--- src/hw/mie_pkg.sv ---
// Package for the miscellaneous instruction execute block.
package mie_pkg;

  // ==========================================================================
  // Widths and encodings
  localparam int          MIE_OPC_W        = 14;
  localparam int          MIE_PC_W         = 13;
  localparam int          MIE_DATA_W       = 8;
  localparam int          MIE_FADDR_W      = 7;
  localparam logic [6:0]  MIE_STORE_PAT    = 7'h01;    // Upper seven bits 00 0000 1.
  localparam logic [13:0] MIE_OPTION_OPC   = 14'h0062;
  localparam logic [13:0] MIE_RETURN_OPC   = 14'h0009;
  localparam logic [13:0] MIE_IDLE_MASK    = 14'h3f9f; // Bits 6:5 are don't care.
  localparam logic [13:0] MIE_IDLE_PAT     = 14'h0000;
  localparam logic [6:0]  MIE_OPTION_ADDR  = 7'h01;    // Option register as a file address.
  localparam logic [6:0]  MIE_INTCTL_ADDR  = 7'h0b;
  localparam int          MIE_GATE_BIT     = 7;
  localparam logic [7:0]  MIE_OPTION_RST   = 8'hff;
  localparam logic [7:0]  MIE_INTCTL_RST   = 8'h00;

  typedef enum logic [1:0] {MIE_RUN, MIE_RET2} mie_state_t;

  // Register-file write request.
  typedef struct packed {
    logic       we;
    logic [6:0] addr;
    logic [7:0] data;
  } mie_fwr_t;

  // Program-counter load with stack pop.
  typedef struct packed {
    logic        load;
    logic        pop;
    logic [12:0] pc;
  } mie_pcld_t;

  typedef struct packed {
    mie_state_t  st;
    mie_fwr_t    fwr;
    mie_pcld_t   pcld;
    logic [7:0]  option;
    logic [7:0]  intctl;
    logic        busy;
    logic        done;
  } mie_state_reg_t;

endpackage

--- src/hw/mie_exec.sv ---
// Execute logic for store, option load, idle and return-from-interrupt instructions.
`timescale 1ns/1ps
module mie_exec (
  // Clock and reset
  input  wire logic                        clock,
  input  wire logic                        reset_n,
  // Instruction issue
  input  wire logic                        instr_valid,
  input  wire logic [mie_pkg::MIE_OPC_W-1:0] instr_word,
  input  wire logic [7:0]                  accumulator,
  input  wire logic [12:0]                 stack_top_value,
  // Register file and stack
  output mie_pkg::mie_fwr_t                file_write,
  output mie_pkg::mie_pcld_t               pc_load,
  output logic [7:0]                       option_reg,
  output logic [7:0]                       interrupt_control_reg,
  output logic                             exec_busy,
  output logic                             exec_done
);
  import mie_pkg::*;

  mie_state_reg_t s_r;
  mie_state_reg_t s_nxt;

  // ==========================================================================
  // Issue timing
  // An instruction is taken at the rising edge where instr_valid is high and the
  // block is not in the second cycle of a return. All results are registered, so
  // the file write, the option and control register updates and the done pulse
  // appear one cycle after the take edge.
  // A return shows its program-counter load, stack pop and busy flag one cycle
  // after the take edge and its done pulse one cycle later. Issue during that busy
  // cycle is dropped without trace; the fetch side owns the refetch and must hold
  // the next instruction until busy falls.
  // Opcodes outside the four handled here are ignored, because the arithmetic
  // decoder beside this block answers them. Keeping this decode narrow means a
  // stray opcode can never produce a file write from this side.
  // Status flags are never touched here, which is why no flag port exists.

  // ==========================================================================
  // Decode
  logic is_store;
  logic is_option;
  logic is_return;
  logic is_idle;

  always_comb begin
    is_store  = instr_word[13:7] == MIE_STORE_PAT;
    is_option = instr_word == MIE_OPTION_OPC;
    is_return = instr_word == MIE_RETURN_OPC;
    is_idle   = (instr_word & MIE_IDLE_MASK) == MIE_IDLE_PAT;
  end

  // ==========================================================================
  // Next state
  always_comb begin
    s_nxt           = s_r;
    s_nxt.fwr.we    = 1'b0;
    s_nxt.pcld.load = 1'b0;
    s_nxt.pcld.pop  = 1'b0;
    s_nxt.done      = 1'b0;
    case (s_r.st)
      MIE_RUN: begin
        if (instr_valid && is_store) begin
          s_nxt.fwr  = '{we: 1'b1, addr: instr_word[6:0], data: accumulator};
          s_nxt.done = 1'b1;
          // The option register shadows its file address for plain stores.
          if (instr_word[6:0] == MIE_OPTION_ADDR) begin
            s_nxt.option = accumulator;
          end else if (instr_word[6:0] == MIE_INTCTL_ADDR) begin
            s_nxt.intctl = accumulator;
          end
        end else if (instr_valid && is_option) begin
          s_nxt.option = accumulator;
          s_nxt.done   = 1'b1;
        end else if (instr_valid && is_return) begin
          s_nxt.pcld   = '{load: 1'b1, pop: 1'b1, pc: stack_top_value};
          s_nxt.intctl[MIE_GATE_BIT] = 1'b1;
          s_nxt.st     = MIE_RET2;
          s_nxt.busy   = 1'b1;
        end else if (instr_valid && is_idle) begin
          s_nxt.done = 1'b1;
        end
      end
      MIE_RET2: begin
        // Second cycle is the refetch slot; issue is ignored here.
        s_nxt.st   = MIE_RUN;
        s_nxt.busy = 1'b0;
        s_nxt.done = 1'b1;
      end
      default: s_nxt.st = MIE_RUN;
    endcase
  end

  always_ff @(posedge clock or negedge reset_n) begin
    if (!reset_n) begin
      s_r        <= '0;
      s_r.st     <= MIE_RUN;
      s_r.option <= MIE_OPTION_RST;
      s_r.intctl <= MIE_INTCTL_RST;
    end else begin
      s_r <= s_nxt;
    end
  end

  assign file_write            = s_r.fwr;
  assign pc_load               = s_r.pcld;
  assign option_reg            = s_r.option;
  assign interrupt_control_reg = s_r.intctl;
  assign exec_busy             = s_r.busy;
  assign exec_done             = s_r.done;

  // ==========================================================================
  // Checks
  a_store_writes: assert property (@(posedge clock) disable iff (!reset_n)
    (s_r.st == MIE_RUN && instr_valid && is_store) |=>
      (file_write.we && file_write.addr == $past(instr_word[6:0])
       && file_write.data == $past(accumulator) && exec_done))
    else $error("store did not write file register");
  a_option_load: assert property (@(posedge clock) disable iff (!reset_n)
    (s_r.st == MIE_RUN && instr_valid && is_option) |=> option_reg == $past(accumulator))
    else $error("option load missed");
  a_option_alias: assert property (@(posedge clock) disable iff (!reset_n)
    (s_r.st == MIE_RUN && instr_valid && is_store && instr_word[6:0] == MIE_OPTION_ADDR)
      |=> option_reg == $past(accumulator))
    else $error("option not reached by store");
  a_return_pc: assert property (@(posedge clock) disable iff (!reset_n)
    (s_r.st == MIE_RUN && instr_valid && is_return) |=>
      (pc_load.load && pc_load.pop && pc_load.pc == $past(stack_top_value)))
    else $error("return did not load pc");
  a_return_gate: assert property (@(posedge clock) disable iff (!reset_n)
    (s_r.st == MIE_RUN && instr_valid && is_return) |=> interrupt_control_reg[MIE_GATE_BIT])
    else $error("gate not set on return");
  a_return_two: assert property (@(posedge clock) disable iff (!reset_n)
    (s_r.st == MIE_RUN && instr_valid && is_return) |=> (exec_busy && !exec_done) ##1
      (!exec_busy && exec_done))
    else $error("return not two cycles");
  a_idle_quiet: assert property (@(posedge clock) disable iff (!reset_n)
    (s_r.st == MIE_RUN && instr_valid && is_idle) |=>
      (!file_write.we && !pc_load.load && exec_done && $stable(option_reg)
       && $stable(interrupt_control_reg)))
    else $error("idle changed state");
  a_single_cycle: assert property (@(posedge clock) disable iff (!reset_n)
    (s_r.st == MIE_RUN && instr_valid && (is_store || is_option)) |=> !exec_busy)
    else $error("single cycle op stalled");

  // ==========================================================================
  // Checks on side effects and refused issue
  // A single-cycle instruction must never leave a trace on the program counter,
  // since the fetch side would then jump without a return in flight.
  a_store_no_pc: assert property (@(posedge clock) disable iff (!reset_n)
    (s_r.st == MIE_RUN && instr_valid && is_store) |=>
      (!pc_load.load && !pc_load.pop && !exec_busy))
    else $error("store touched the program counter");

  a_intctl_alias: assert property (@(posedge clock) disable iff (!reset_n)
    (s_r.st == MIE_RUN && instr_valid && is_store && instr_word[6:0] == MIE_INTCTL_ADDR)
      |=> interrupt_control_reg == $past(accumulator))
    else $error("store missed the control register copy");

  a_store_keeps_opt: assert property (@(posedge clock) disable iff (!reset_n)
    (s_r.st == MIE_RUN && instr_valid && is_store && instr_word[6:0] != MIE_OPTION_ADDR)
      |=> $stable(option_reg))
    else $error("store to another address changed option");

  a_option_no_write: assert property (@(posedge clock) disable iff (!reset_n)
    (s_r.st == MIE_RUN && instr_valid && is_option) |=>
      (!file_write.we && !pc_load.load && exec_done && $stable(interrupt_control_reg)))
    else $error("option load had side effects");

  a_return_no_write: assert property (@(posedge clock) disable iff (!reset_n)
    (s_r.st == MIE_RUN && instr_valid && is_return) |=>
      (!file_write.we && $stable(option_reg)))
    else $error("return wrote a register");

  a_pop_with_load: assert property (@(posedge clock) disable iff (!reset_n)
    pc_load.pop == pc_load.load)
    else $error("stack pop and pc load split");

  a_pop_one_shot: assert property (@(posedge clock) disable iff (!reset_n)
    pc_load.pop |=> !pc_load.pop)
    else $error("stack popped twice");

  a_load_from_return: assert property (@(posedge clock) disable iff (!reset_n)
    pc_load.load |-> (exec_busy && $past(instr_valid) && $past(is_return)))
    else $error("pc load without return");

  a_return_gate_only: assert property (@(posedge clock) disable iff (!reset_n)
    (s_r.st == MIE_RUN && instr_valid && is_return) |=>
      (interrupt_control_reg[6:0] == $past(interrupt_control_reg[6:0])))
    else $error("return changed other control bits");

  a_gate_kept: assert property (@(posedge clock) disable iff (!reset_n)
    exec_busy |-> interrupt_control_reg[MIE_GATE_BIT])
    else $error("gate clear during return");

  // The busy cycle is the refetch slot; anything issued there must vanish.
  a_busy_ends: assert property (@(posedge clock) disable iff (!reset_n)
    exec_busy |=> (!exec_busy && exec_done))
    else $error("busy lasted too long");

  a_busy_refuses: assert property (@(posedge clock) disable iff (!reset_n)
    exec_busy |=> (!file_write.we && !pc_load.load && $stable(option_reg)
      && $stable(interrupt_control_reg)))
    else $error("issue taken while busy");

  a_idle_no_busy: assert property (@(posedge clock) disable iff (!reset_n)
    (s_r.st == MIE_RUN && instr_valid && is_idle) |=> (!exec_busy && !pc_load.pop))
    else $error("idle stalled or popped");
endmodule

--- config.mk ---
export PLATFORM = sky130hd
export DESIGN_NAME = mie_exec
export DESIGN_NICKNAME = d
export VERILOG_FILES = /design/src/hw/mie_pkg.sv /design/src/hw/mie_exec.sv
export SDC_FILE = /design/constraint.sdc
export NUM_CORES = 1
export LEC_CHECK = 0
export BUFFER_PORTS_ARGS = -buffer_cell sky130_fd_sc_hd__buf_2
export CELL_PAD_IN_SITES_DETAIL_PLACEMENT = 1
export CELL_PAD_IN_SITES_GLOBAL_PLACEMENT = 2
export CORE_MARGIN = 2
export CORE_UTILIZATION = 32
export CTS_CLUSTER_SIZE = 14
export DETAILED_ROUTE_END_ITERATION = 6
export MAX_ROUTING_LAYER = met4
export PLACE_DENSITY_LB_ADDON = 0.1
export SETUP_SLACK_MARGIN = 0.2
export SYNTH_ARGS = -nofsm -noshare
export SYNTH_HDL_FRONTEND = slang
export SYNTH_SLANG_ARGS = --single-unit
--- constraint.sdc ---
create_clock -name clock -period 3.02 [get_ports clock]
set_input_delay 0.151 -clock clock [delete_from_list [all_inputs] [get_ports clock]]
set_output_delay 0.151 -clock clock [all_outputs]
set_load 0.03 [all_outputs]
==> impl_metrics.env, run 1 <==
export IMPL_endpoint="pc_load[9]"
export IMPL_cp_required_ns=3.20
export IMPL_drt_wl_total_um=4790
export IMPL_synth_nets=163
export IMPL_cts_root_buffer="clkbuf_8"
export IMPL_crit_type="reg2reg"
export IMPL_timing_rr_end="pc_load[9]"
export IMPL_cts_setup_buffers=0
export IMPL_dpl_worst_slack_ns=0.941
export IMPL_n_fill_cell=640
export IMPL_htree_levels=2
export IMPL_routed_via_count=1339
export IMPL_syn_cell_area_um2=1970
export IMPL_largest_reg_flops=16
export IMPL_dp_hpwl_um=3610
export IMPL_status="completed"
export IMPL_drive_above_1_share_pct=68.7
export IMPL_grt_pass1_wl_um=7620
export IMPL_grt_max_degree=49
export IMPL_intPower_mw=0.873
export IMPL_stdcell_area_um2=2540
export IMPL_p_comb_share_pct=10.9
export IMPL_grt_pass1_vias=1529
export IMPL_cts_tree="built"
export IMPL_core_rowCount=28
export IMPL_core_um2=5920
export IMPL_p_sw_share_pct=25.3
export IMPL_start_kind="flop"
export IMPL_portBuffers=86
export IMPL_die_h_um=82.5
export IMPL_hp_class="in2async"
export IMPL_hold_slack_ns=0.0460
export IMPL_synthTopCellsByArea="dfrtp_1 51%, mux2_2 20%, dfstp_2 11%"
export IMPL_initial_core_util_pct=33.3
export IMPL_seqCellArea_um2=1210
export IMPL_final_common_cell="buf_2"
export IMPL_drtPass1Iterations=4
export IMPL_num_io_pins=87
export IMPL_leakage_nw=1.48
export IMPL_drc=0
export IMPL_p_per_area_nw_per_um2=460
export IMPL_dieArea_um2=6800
export IMPL_power_frac_seq_pct=57.2
export IMPL_track_usage_pct=15.6
export IMPL_power_mw=1.17
export IMPL_worst_setup_path_end_kind="flop"
export IMPL_syn_to_final_growth_pct=29.0
export IMPL_drt_iter0_drc=26
export IMPL_clock_skew_final_ns=0.00573
export IMPL_clk_path_buf_depth=2
export IMPL_clock_latency_ns=0.29
export IMPL_antenna_found_initial=0
export IMPL_instances_no_fill=289
export IMPL_postCtsHoldBufs=0
export IMPL_drv_slew=0
export IMPL_finalHoldViolations=0
export IMPL_cts_buffers=5
export IMPL_slew_headroom_pct=30.3
export IMPL_reg2reg_depth=4
export IMPL_die_x_um=82.5
export IMPL_finalCriticalPeriod_ns=2.05
export IMPL_finish_utilization_pct=42.9
export IMPL_ir_drop_mv=0.171
export IMPL_ys_types=26
export IMPL_grt_ovfl_total=0
export IMPL_r2r_start="exec_busy"
export IMPL_crit_arrival_ns=2.23
export IMPL_avgRoutedWirePerCell_um=16.6
export IMPL_cts_sinks=48
export IMPL_cts_resized=0
export IMPL_setup_tns_ns=0
export IMPL_worst_slack_ns=0.975
export IMPL_r2r_slack_ns=0.97
export IMPL_tightest_slew_ns=1.05
export IMPL_clock_power_share_pct=31.9
export IMPL_worstSetupStartpoint="exec_busy"
export IMPL_fin_nets=251
export IMPL_crit_fanout=15
export IMPL_ys_ff_latch=48
export IMPL_rsz0062_at_grt="no"
export IMPL_p_switching_mw=0.295
export IMPL_timing_fmax_mhz=489
export IMPL_via_per_inst=4.63
export IMPL_ant_nets=0
export IMPL_ys_seq_area_share_pct=61.5
export IMPL_maxCapViolations=0
export IMPL_final_cell_mix="86 x buf_2, 40 x dfrtp_1, 35 x mux2_2, 8 x mux2_4, 8 x dfstp_2"
export IMPL_yosysTopAreaCellShare_pct=50.8
export IMPL_num_antenna_cells=0
export IMPL_fin_crit_sh_pct=67.7
export IMPL_yosysWarnings=0
export IMPL_placed_cells=281
export IMPL_place_congestion=0.689
export IMPL_clkTransAtPathRegs_ns=0.09
export IMPL_multi_input_area_um2=704
export IMPL_place_area_um2=2450
export IMPL_syn_area_per_cell_um2=15.8
export IMPL_syn_instance_count=125
export IMPL_synth_largest_area_cell="dfrtp_1"
export IMPL_finalSetupViolCount=0
## critical path: stages, from the launching register on
cell,delay (ns)
dfrtp_1,0.42
nor4b_4,0.26
nand4_2,0.17
or3_1,0.66
mux2_4,0.41
## how the worst min path moves through the flow
stage          slack (ns)        endpoint                from  depth (start not counted)
5_1_grt              0.07      pc_load[7]  stack_top_value[7]                          2
2_1_floorplan       -0.14       exec_busy             reset_n                          0
3_5_place_dp         0.39      pc_load[6]  stack_top_value[6]                          2
6_report             0.05   file_write[7]             reset_n                          1
3_3_place_gp         0.37  file_write[14]             reset_n                          1
4_1_cts              0.07      pc_load[7]  stack_top_value[7]                          2
## cell type report
type | instances | area share (%)
flip-flops and latches | 48 | 47.7
multi-input cells | 68 | 27.7
repair buffers | 86 | 16.9
well taps | 75 | 3.69
clock buffers | 7 | 3.00
inverters | 4 | 0.591
clock inverters | 1 | 0.345
## power by group through the flow
stage | combinational, mW | sequential, mW | clock (mW)
floorplan | 0.0242 | 0.715 | 0
global placement | 0.125 | 0.679 | 0
detailed placement | 0.130 | 0.681 | 0
CTS | 0.130 | 0.669 | 0.392
global route | 0.138 | 0.671 | 0.418
finish | 0.127 | 0.668 | 0.373
## cells by family (layout without fill, tap and decap cells)
| kind of cell | count (synthesis) | count (layout) | synth area share (%) |
|---|---|---|---|
| DFF | 48 | 48 | 61.5 |
| muxes | 43 | 43 | 26.1 |
| buffers and inverters | 9 | 98 | 2.73 |
| AOI/OAI and AO/OA | 6 | 6 | 2.03 |
| and+or+nand+nor | 19 | 19 | 7.62 |
## synthesized netlist by cell type
master    number
nor4b_4        1
inv_1          4
o211a_1        1
nor4_4         1
buf_4          1
a211oi_1       1
mux2_2        35
buf_6          2
nor2_1         2
dfrtp_1       40
or3_1          1
nand4_2        1
nor3b_1        1
and2_1         1
nor3b_2        1
nor3_1         3
and3b_1        1
a21oi_1        3
mux2_4         8
clkbuf_1       1
buf_2          1
nand3_1        1
nand2_1        3
o21bai_1       1
nand2b_1       2
dfstp_2        8
## metal layers
layer  vias to the layer above  wire (um)  GRT usage (%)
met5                         -          0              -
met4                         0         44           5.00
met1                       672       1880           17.4
li1                        615          -              -
met3                         4        289           3.91
met2                        48       2580           27.3
(Power assumes the default switching activity.)
==> run 2, diff against run 1 <==
Settings changed: CORE_UTILIZATION 32 to 30.
Clock period 3.02 ns to 2.05 ns, I/O delays scaled along.
==> run 2 against run 1 <==
  * Sequential cell count unchanged
  * Wire length increased by 1.6%
  * Non-clock buffer count increased by 7
  * Critical path depth increased by 1
  * Clock-buffer cell count decreased by 1
  * Global-route usage decreased by 1.1 points
  * Sequential share of layout area decreased by 1.7 points
  * Utilization decreased by 1.4 points
  * Worst setup slack got worse by 0.74 ns
  * Final cell count increased by 3.1%
  * Maximum frequency increased by 12%
  * Final area increased by 3.7%
  * Highest routed layer unchanged
==> impl_metrics.env, run 2 (synthesized netlist as in run 1, its figures left out) <==
export IMPL_status="completed"
export IMPL_crit_type="reg2reg"
export IMPL_grt_max_degree=26
export IMPL_path_cells="nor4b_4, nand4_2, or3_4, buf_12, mux2_4"
export IMPL_setup_tns_ns=0
export IMPL_num_antenna_cells=0
export IMPL_grt_pass1_vias=1527
export IMPL_timing_fmax_mhz=550
export IMPL_fin_nets=258
export IMPL_track_usage_pct=14.4
export IMPL_ir_drop_mv=0.277
export IMPL_cp_num_buf_inv=1
export IMPL_p_per_area_nw_per_um2=670
export IMPL_rsz0062_at_grt="yes"
export IMPL_cts_tree="built"
export IMPL_dpl_worst_slack_ns=0.203
export IMPL_worst_setup_path_end_kind="flop"
export IMPL_start_kind="flop"
export IMPL_core_rowCount=29
export IMPL_max_stage_delay_ns=0.43
export IMPL_largest_reg_flops=16
export IMPL_dp_hpwl_um=3680
export IMPL_die_x_um=85.0
export IMPL_slew_headroom_pct=62.7
export IMPL_topRoutingLayerUsed="met4"
export IMPL_die_h_um=85.0
export IMPL_drv_slew=0
export IMPL_wl_met3_um=246
export IMPL_cts_buffers=5
export IMPL_tightest_slew_ns=0.559
export IMPL_drtPass1Iterations=4
export IMPL_leakage_nw=1.50
export IMPL_crit_arrival_ns=2.01
export IMPL_place_congestion=0.667
export IMPL_drt_wl_total_um=4860
export IMPL_maxCapViolations=0
export IMPL_worst_slack_ns=0.232
export IMPL_final_cell_mix="86 x buf_2, 39 x dfrtp_1, 35 x mux2_2, 8 x mux2_4, 8 x dfstp_2"
export IMPL_clock_skew_final_ns=0.00477
export IMPL_crit_fanout=15
export IMPL_grt_pass1_wl_um=7820
export IMPL_ant_nets=0
export IMPL_clkTransAtPathRegs_ns=0.09
export IMPL_syn_to_final_growth_pct=33.8
export IMPL_cp_required_ns=2.24
export IMPL_num_io_pins=87
export IMPL_portBuffers=86
export IMPL_routed_via_count=1381
export IMPL_hp_class="in2reg"
export IMPL_cts_sinks=48
export IMPL_wl_met1_um=1870
export IMPL_grt_ovfl_total=0
export IMPL_initial_core_util_pct=31.0
export IMPL_finalHoldViolations=0
export IMPL_clock_latency_ns=0.30
export IMPL_met2RoutedLength_um=2630
export IMPL_fin_crit_sh_pct=88.7
export IMPL_drc=0
export IMPL_clk_path_buf_depth=2
export IMPL_cts_root_buffer="clkbuf_8"
export IMPL_avgRoutedWirePerCell_um=16.3
export IMPL_drive_above_1_share_pct=71.9
export IMPL_final_common_cell="buf_2"
export IMPL_finalSetupViolCount=0
export IMPL_r2r_slack_ns=0.23
export IMPL_finish_utilization_pct=41.5
export IMPL_dieArea_um2=7230
export IMPL_antenna_found_initial=0
export IMPL_drt_iter0_drc=25
export IMPL_htree_levels=2
export IMPL_finalCriticalPeriod_ns=1.82
export IMPL_via_per_inst=4.63
export IMPL_critPathSlowestCell="dfrtp_2"
export IMPL_core_um2=6350
export IMPL_critical_path_top_delay_family="simple AND/OR/NAND/NOR gates"
==> run 2: cell types whose count changed in the layout (fill, tap and decap cells not counted), sizes merged <==
cell	change
buf	+6
clkinvlp	+2
clkbuf	-1
clkinv	-1
dlygate4sd3	+1
==> run 2: worst reg2reg max path, stage by stage (launching register included) <==
cell and delay, ns:
dfrtp_2 0.43, nor4b_4 0.30, nand4_2 0.15, or3_4 0.37, buf_12 0.17, mux2_4 0.30
==> run 2: per-layer routing <==
metal | vias to the layer above | GRT usage (%)
met1 | 695 | 15.9
met5 | - | -
met3 | 10 | 3.21
li1 | 629 | -
met2 | 47 | 25.4
met4 | 0 | 5.48
==> run 2: path summary, 6_finish.rpt <==
path	start	end	cells after the start
max in group asynchronous	reset_n	option_reg[6]	3
min in group asynchronous	reset_n	file_write[11]	2
max reg2reg	exec_busy	pc_load[12]	5
min reg2reg	file_write[5]	file_write[5]	1
min	stack_top_value[1]	pc_load[1]	2
max	exec_busy	pc_load[12]	5
==> run 2: area by class of cell <==
class | instances | area [um2]
clock buffer | 6 | 82.6
clock inverter | 2 | 15.0
fill | 688 | 3710
inverter | 4 | 15.0
multi-input combinational | 68 | 712
sequential | 48 | 1210
tap | 77 | 96.3
timing repair buffer | 93 | 502
==> run 2: timing repair <==
action	in CTS	in global routing
buffers inserted	1	1
hold endpoints to repair	22	0
gates resized for setup	1	6
pin swaps	0	2
setup endpoints to repair	13	28
hold buffers	1	0
==> run 2: stage by stage <==
| step | instance area, um2 | hold WS [ns] | power, mW | cells |
|---|---|---|---|---|
| 3_3_place_gp | 2490 | 0.116 | 1.19 | 287 |
| 6_report | 2640 | 0.0259 | 1.77 | 298 |
| 5_1_grt | 2640 | 0.0110 | 1.86 | 298 |
| 3_5_place_dp | 2490 | 0.140 | 1.19 | 287 |
| 2_1_floorplan | 1970 | -0.193 | 1.09 | 125 |
| 4_1_cts | 2610 | 0.0148 | 1.80 | 297 |
==> run 2: where the power goes <==
part | internal, mW | switching (mW)
combinational | 0.0715 | 0.117
sequential | 0.972 | 0.0117
clock | 0.273 | 0.320
total | 1.32 | 0.449
==> run 3, diff against run 2 <==
Settings changed: PLACE_DENSITY_LB_ADDON 0.1 to 0.08, SLEW_MARGIN set to 20.
==> run 3 against run 2 <==
  * Combinational power hardly changed
  * Sequential share of layout area is 0.065 points lower
  * Sequential cell count stayed put
  * Die area stayed put
  * Global-route usage is 0.44 points lower
  * Clock-buffer cell count stayed put
  * Largest power group unchanged
==> impl_metrics.env, run 3 (synthesized netlist as in run 1, its figures left out) <==
export IMPL_syn_to_final_growth_pct=34.0
export IMPL_portBuffers=86
export IMPL_status="completed"
export IMPL_core_rowCount=29
export IMPL_tightest_slew_ns=0.603
export IMPL_drtPass1Iterations=3
export IMPL_crit_fanout=15
export IMPL_via_per_inst=4.53
export IMPL_finalCriticalPeriod_ns=1.81
export IMPL_cts_root_buffer="clkbuf_8"
export IMPL_clock_skew_final_ns=0.00509
export IMPL_die_h_um=85.0
export IMPL_ant_nets=0
export IMPL_drc=0
export IMPL_slew_headroom_pct=59.8
export IMPL_drv_slew=0
export IMPL_fin_nets=258
export IMPL_cts_sinks=48
export IMPL_grt_pass1_wl_um=7490
export IMPL_core_um2=6350
export IMPL_finalHoldViolations=0
export IMPL_clk_path_buf_depth=2
export IMPL_drive_above_1_share_pct=70.6
export IMPL_cts_tree="built"
export IMPL_place_congestion=0.763
export IMPL_ir_drop_mv=0.276
export IMPL_clkTransAtPathRegs_ns=0.08
export IMPL_hp_class="in2reg"
export IMPL_avgRoutedWirePerCell_um=15.7
export IMPL_track_usage_pct=14.0
export IMPL_dp_hpwl_um=3630
export IMPL_timing_fmax_mhz=554
export IMPL_final_common_cell="buf_2"
export IMPL_die_x_um=85.0
export IMPL_hold_slack_ns=0.0350
export IMPL_clock_latency_ns=0.29
export IMPL_num_io_pins=87
export IMPL_grt_pass1_vias=1465
export IMPL_power_mw=1.83
export IMPL_htree_levels=2
export IMPL_crit_arrival_ns=1.98
export IMPL_grt_max_degree=28
export IMPL_placed_cells=288
export IMPL_leakage_nw=1.53
export IMPL_num_antenna_cells=0
export IMPL_cp_required_ns=2.23
export IMPL_n_fill_cell=697
export IMPL_p_per_area_nw_per_um2=693
export IMPL_antenna_found_initial=0
export IMPL_routed_via_count=1351
export IMPL_r2r_slack_ns=0.24
export IMPL_final_cell_mix="86 x buf_2, 39 x dfrtp_1, 35 x mux2_2, 8 x mux2_4, 8 x dfstp_2"
export IMPL_start_kind="flop"
export IMPL_initial_core_util_pct=31.0
export IMPL_worst_setup_path_end_kind="flop"
export IMPL_drt_wl_total_um=4680
export IMPL_instances_no_fill=298
export IMPL_worst_slack_ns=0.245
export IMPL_cts_buffers=5
export IMPL_maxCapViolations=0
export IMPL_dieArea_um2=7230
export IMPL_grt_ovfl_total=0
export IMPL_dpl_worst_slack_ns=0.221
export IMPL_finalSetupViolCount=0
export IMPL_crit_type="reg2reg"
export IMPL_rsz0062_at_grt="yes"
export IMPL_drt_iter0_drc=32
export IMPL_fin_crit_sh_pct=88.1
export IMPL_largest_reg_flops=16
export IMPL_setup_tns_ns=0
run 3: worst paths after layout:
| check | cells after the start | start | to |
|---|---|---|---|
| max | 5 | exec_busy | pc_load[1] |
| min | 2 | stack_top_value[4] | pc_load[4] |
| max reg2reg | 5 | exec_busy | pc_load[1] |
| min reg2reg | 1 | pc_load[11] | pc_load[11] |
| max in group asynchronous | 3 | reset_n | option_reg[4] |
| min in group asynchronous | 2 | reset_n | file_write[12] |
run 3: what timing repair did:
action                                  CTS  global route
endpoints found under the setup margin    0            13
hold endpoints to repair                 21             0
hold buffers                              1             0
setup buffers                             0             1
resized for setup                         0             4
run 3: area by class of cell:
| cell class | count | area, um2 | share of cell area (%) |
|---|---|---|---|
| Clock inverter | 2 | 35.0 | 1.33 |
| Timing Repair Buffer | 93 | 498 | 18.9 |
| Inverter | 4 | 15.0 | 0.569 |
| Multi-Input combinational cell | 68 | 709 | 26.9 |
| Tap cell | 77 | 96.3 | 3.65 |
| Clock buffer | 6 | 72.6 | 2.75 |
| Sequential cell | 48 | 1210 | 45.9 |
run 3: per-stage QoR:
step / util [%] / cell area (um2)
after detailed placement: 39.3 / 2500
after global routing: 41.6 / 2640
after floorplan: - / 1970
final: 41.6 / 2640
after global placement: 39.3 / 2500
after CTS: 41.2 / 2610
run 3: routing by layer:
layer | up-vias | track usage, % | part of all wire [%]
li1 | 623 | - | -
met1 | 673 | 16.2 | 41
met2 | 53 | 23.6 | 52
met3 | 2 | 4.18 | 7.1
met4 | 0 | 3.90 | 0.62
met5 | - | - | 0
run 3: critical path, stage by stage, from the launching register on:
cell	delay [ns]
dfrtp_2	0.44
nor4b_4	0.24
nand4_2	0.18
or3_4	0.37
buf_12	0.16
mux2_4	0.30
run 3: where the power goes:
part | switching [mW] | leakage [nW] | internal, mW
registers | 0.0128 | 0.634 | 0.972
logic | 0.119 | 0.837 | 0.0718
clock network | 0.292 | 0.0552 | 0.362
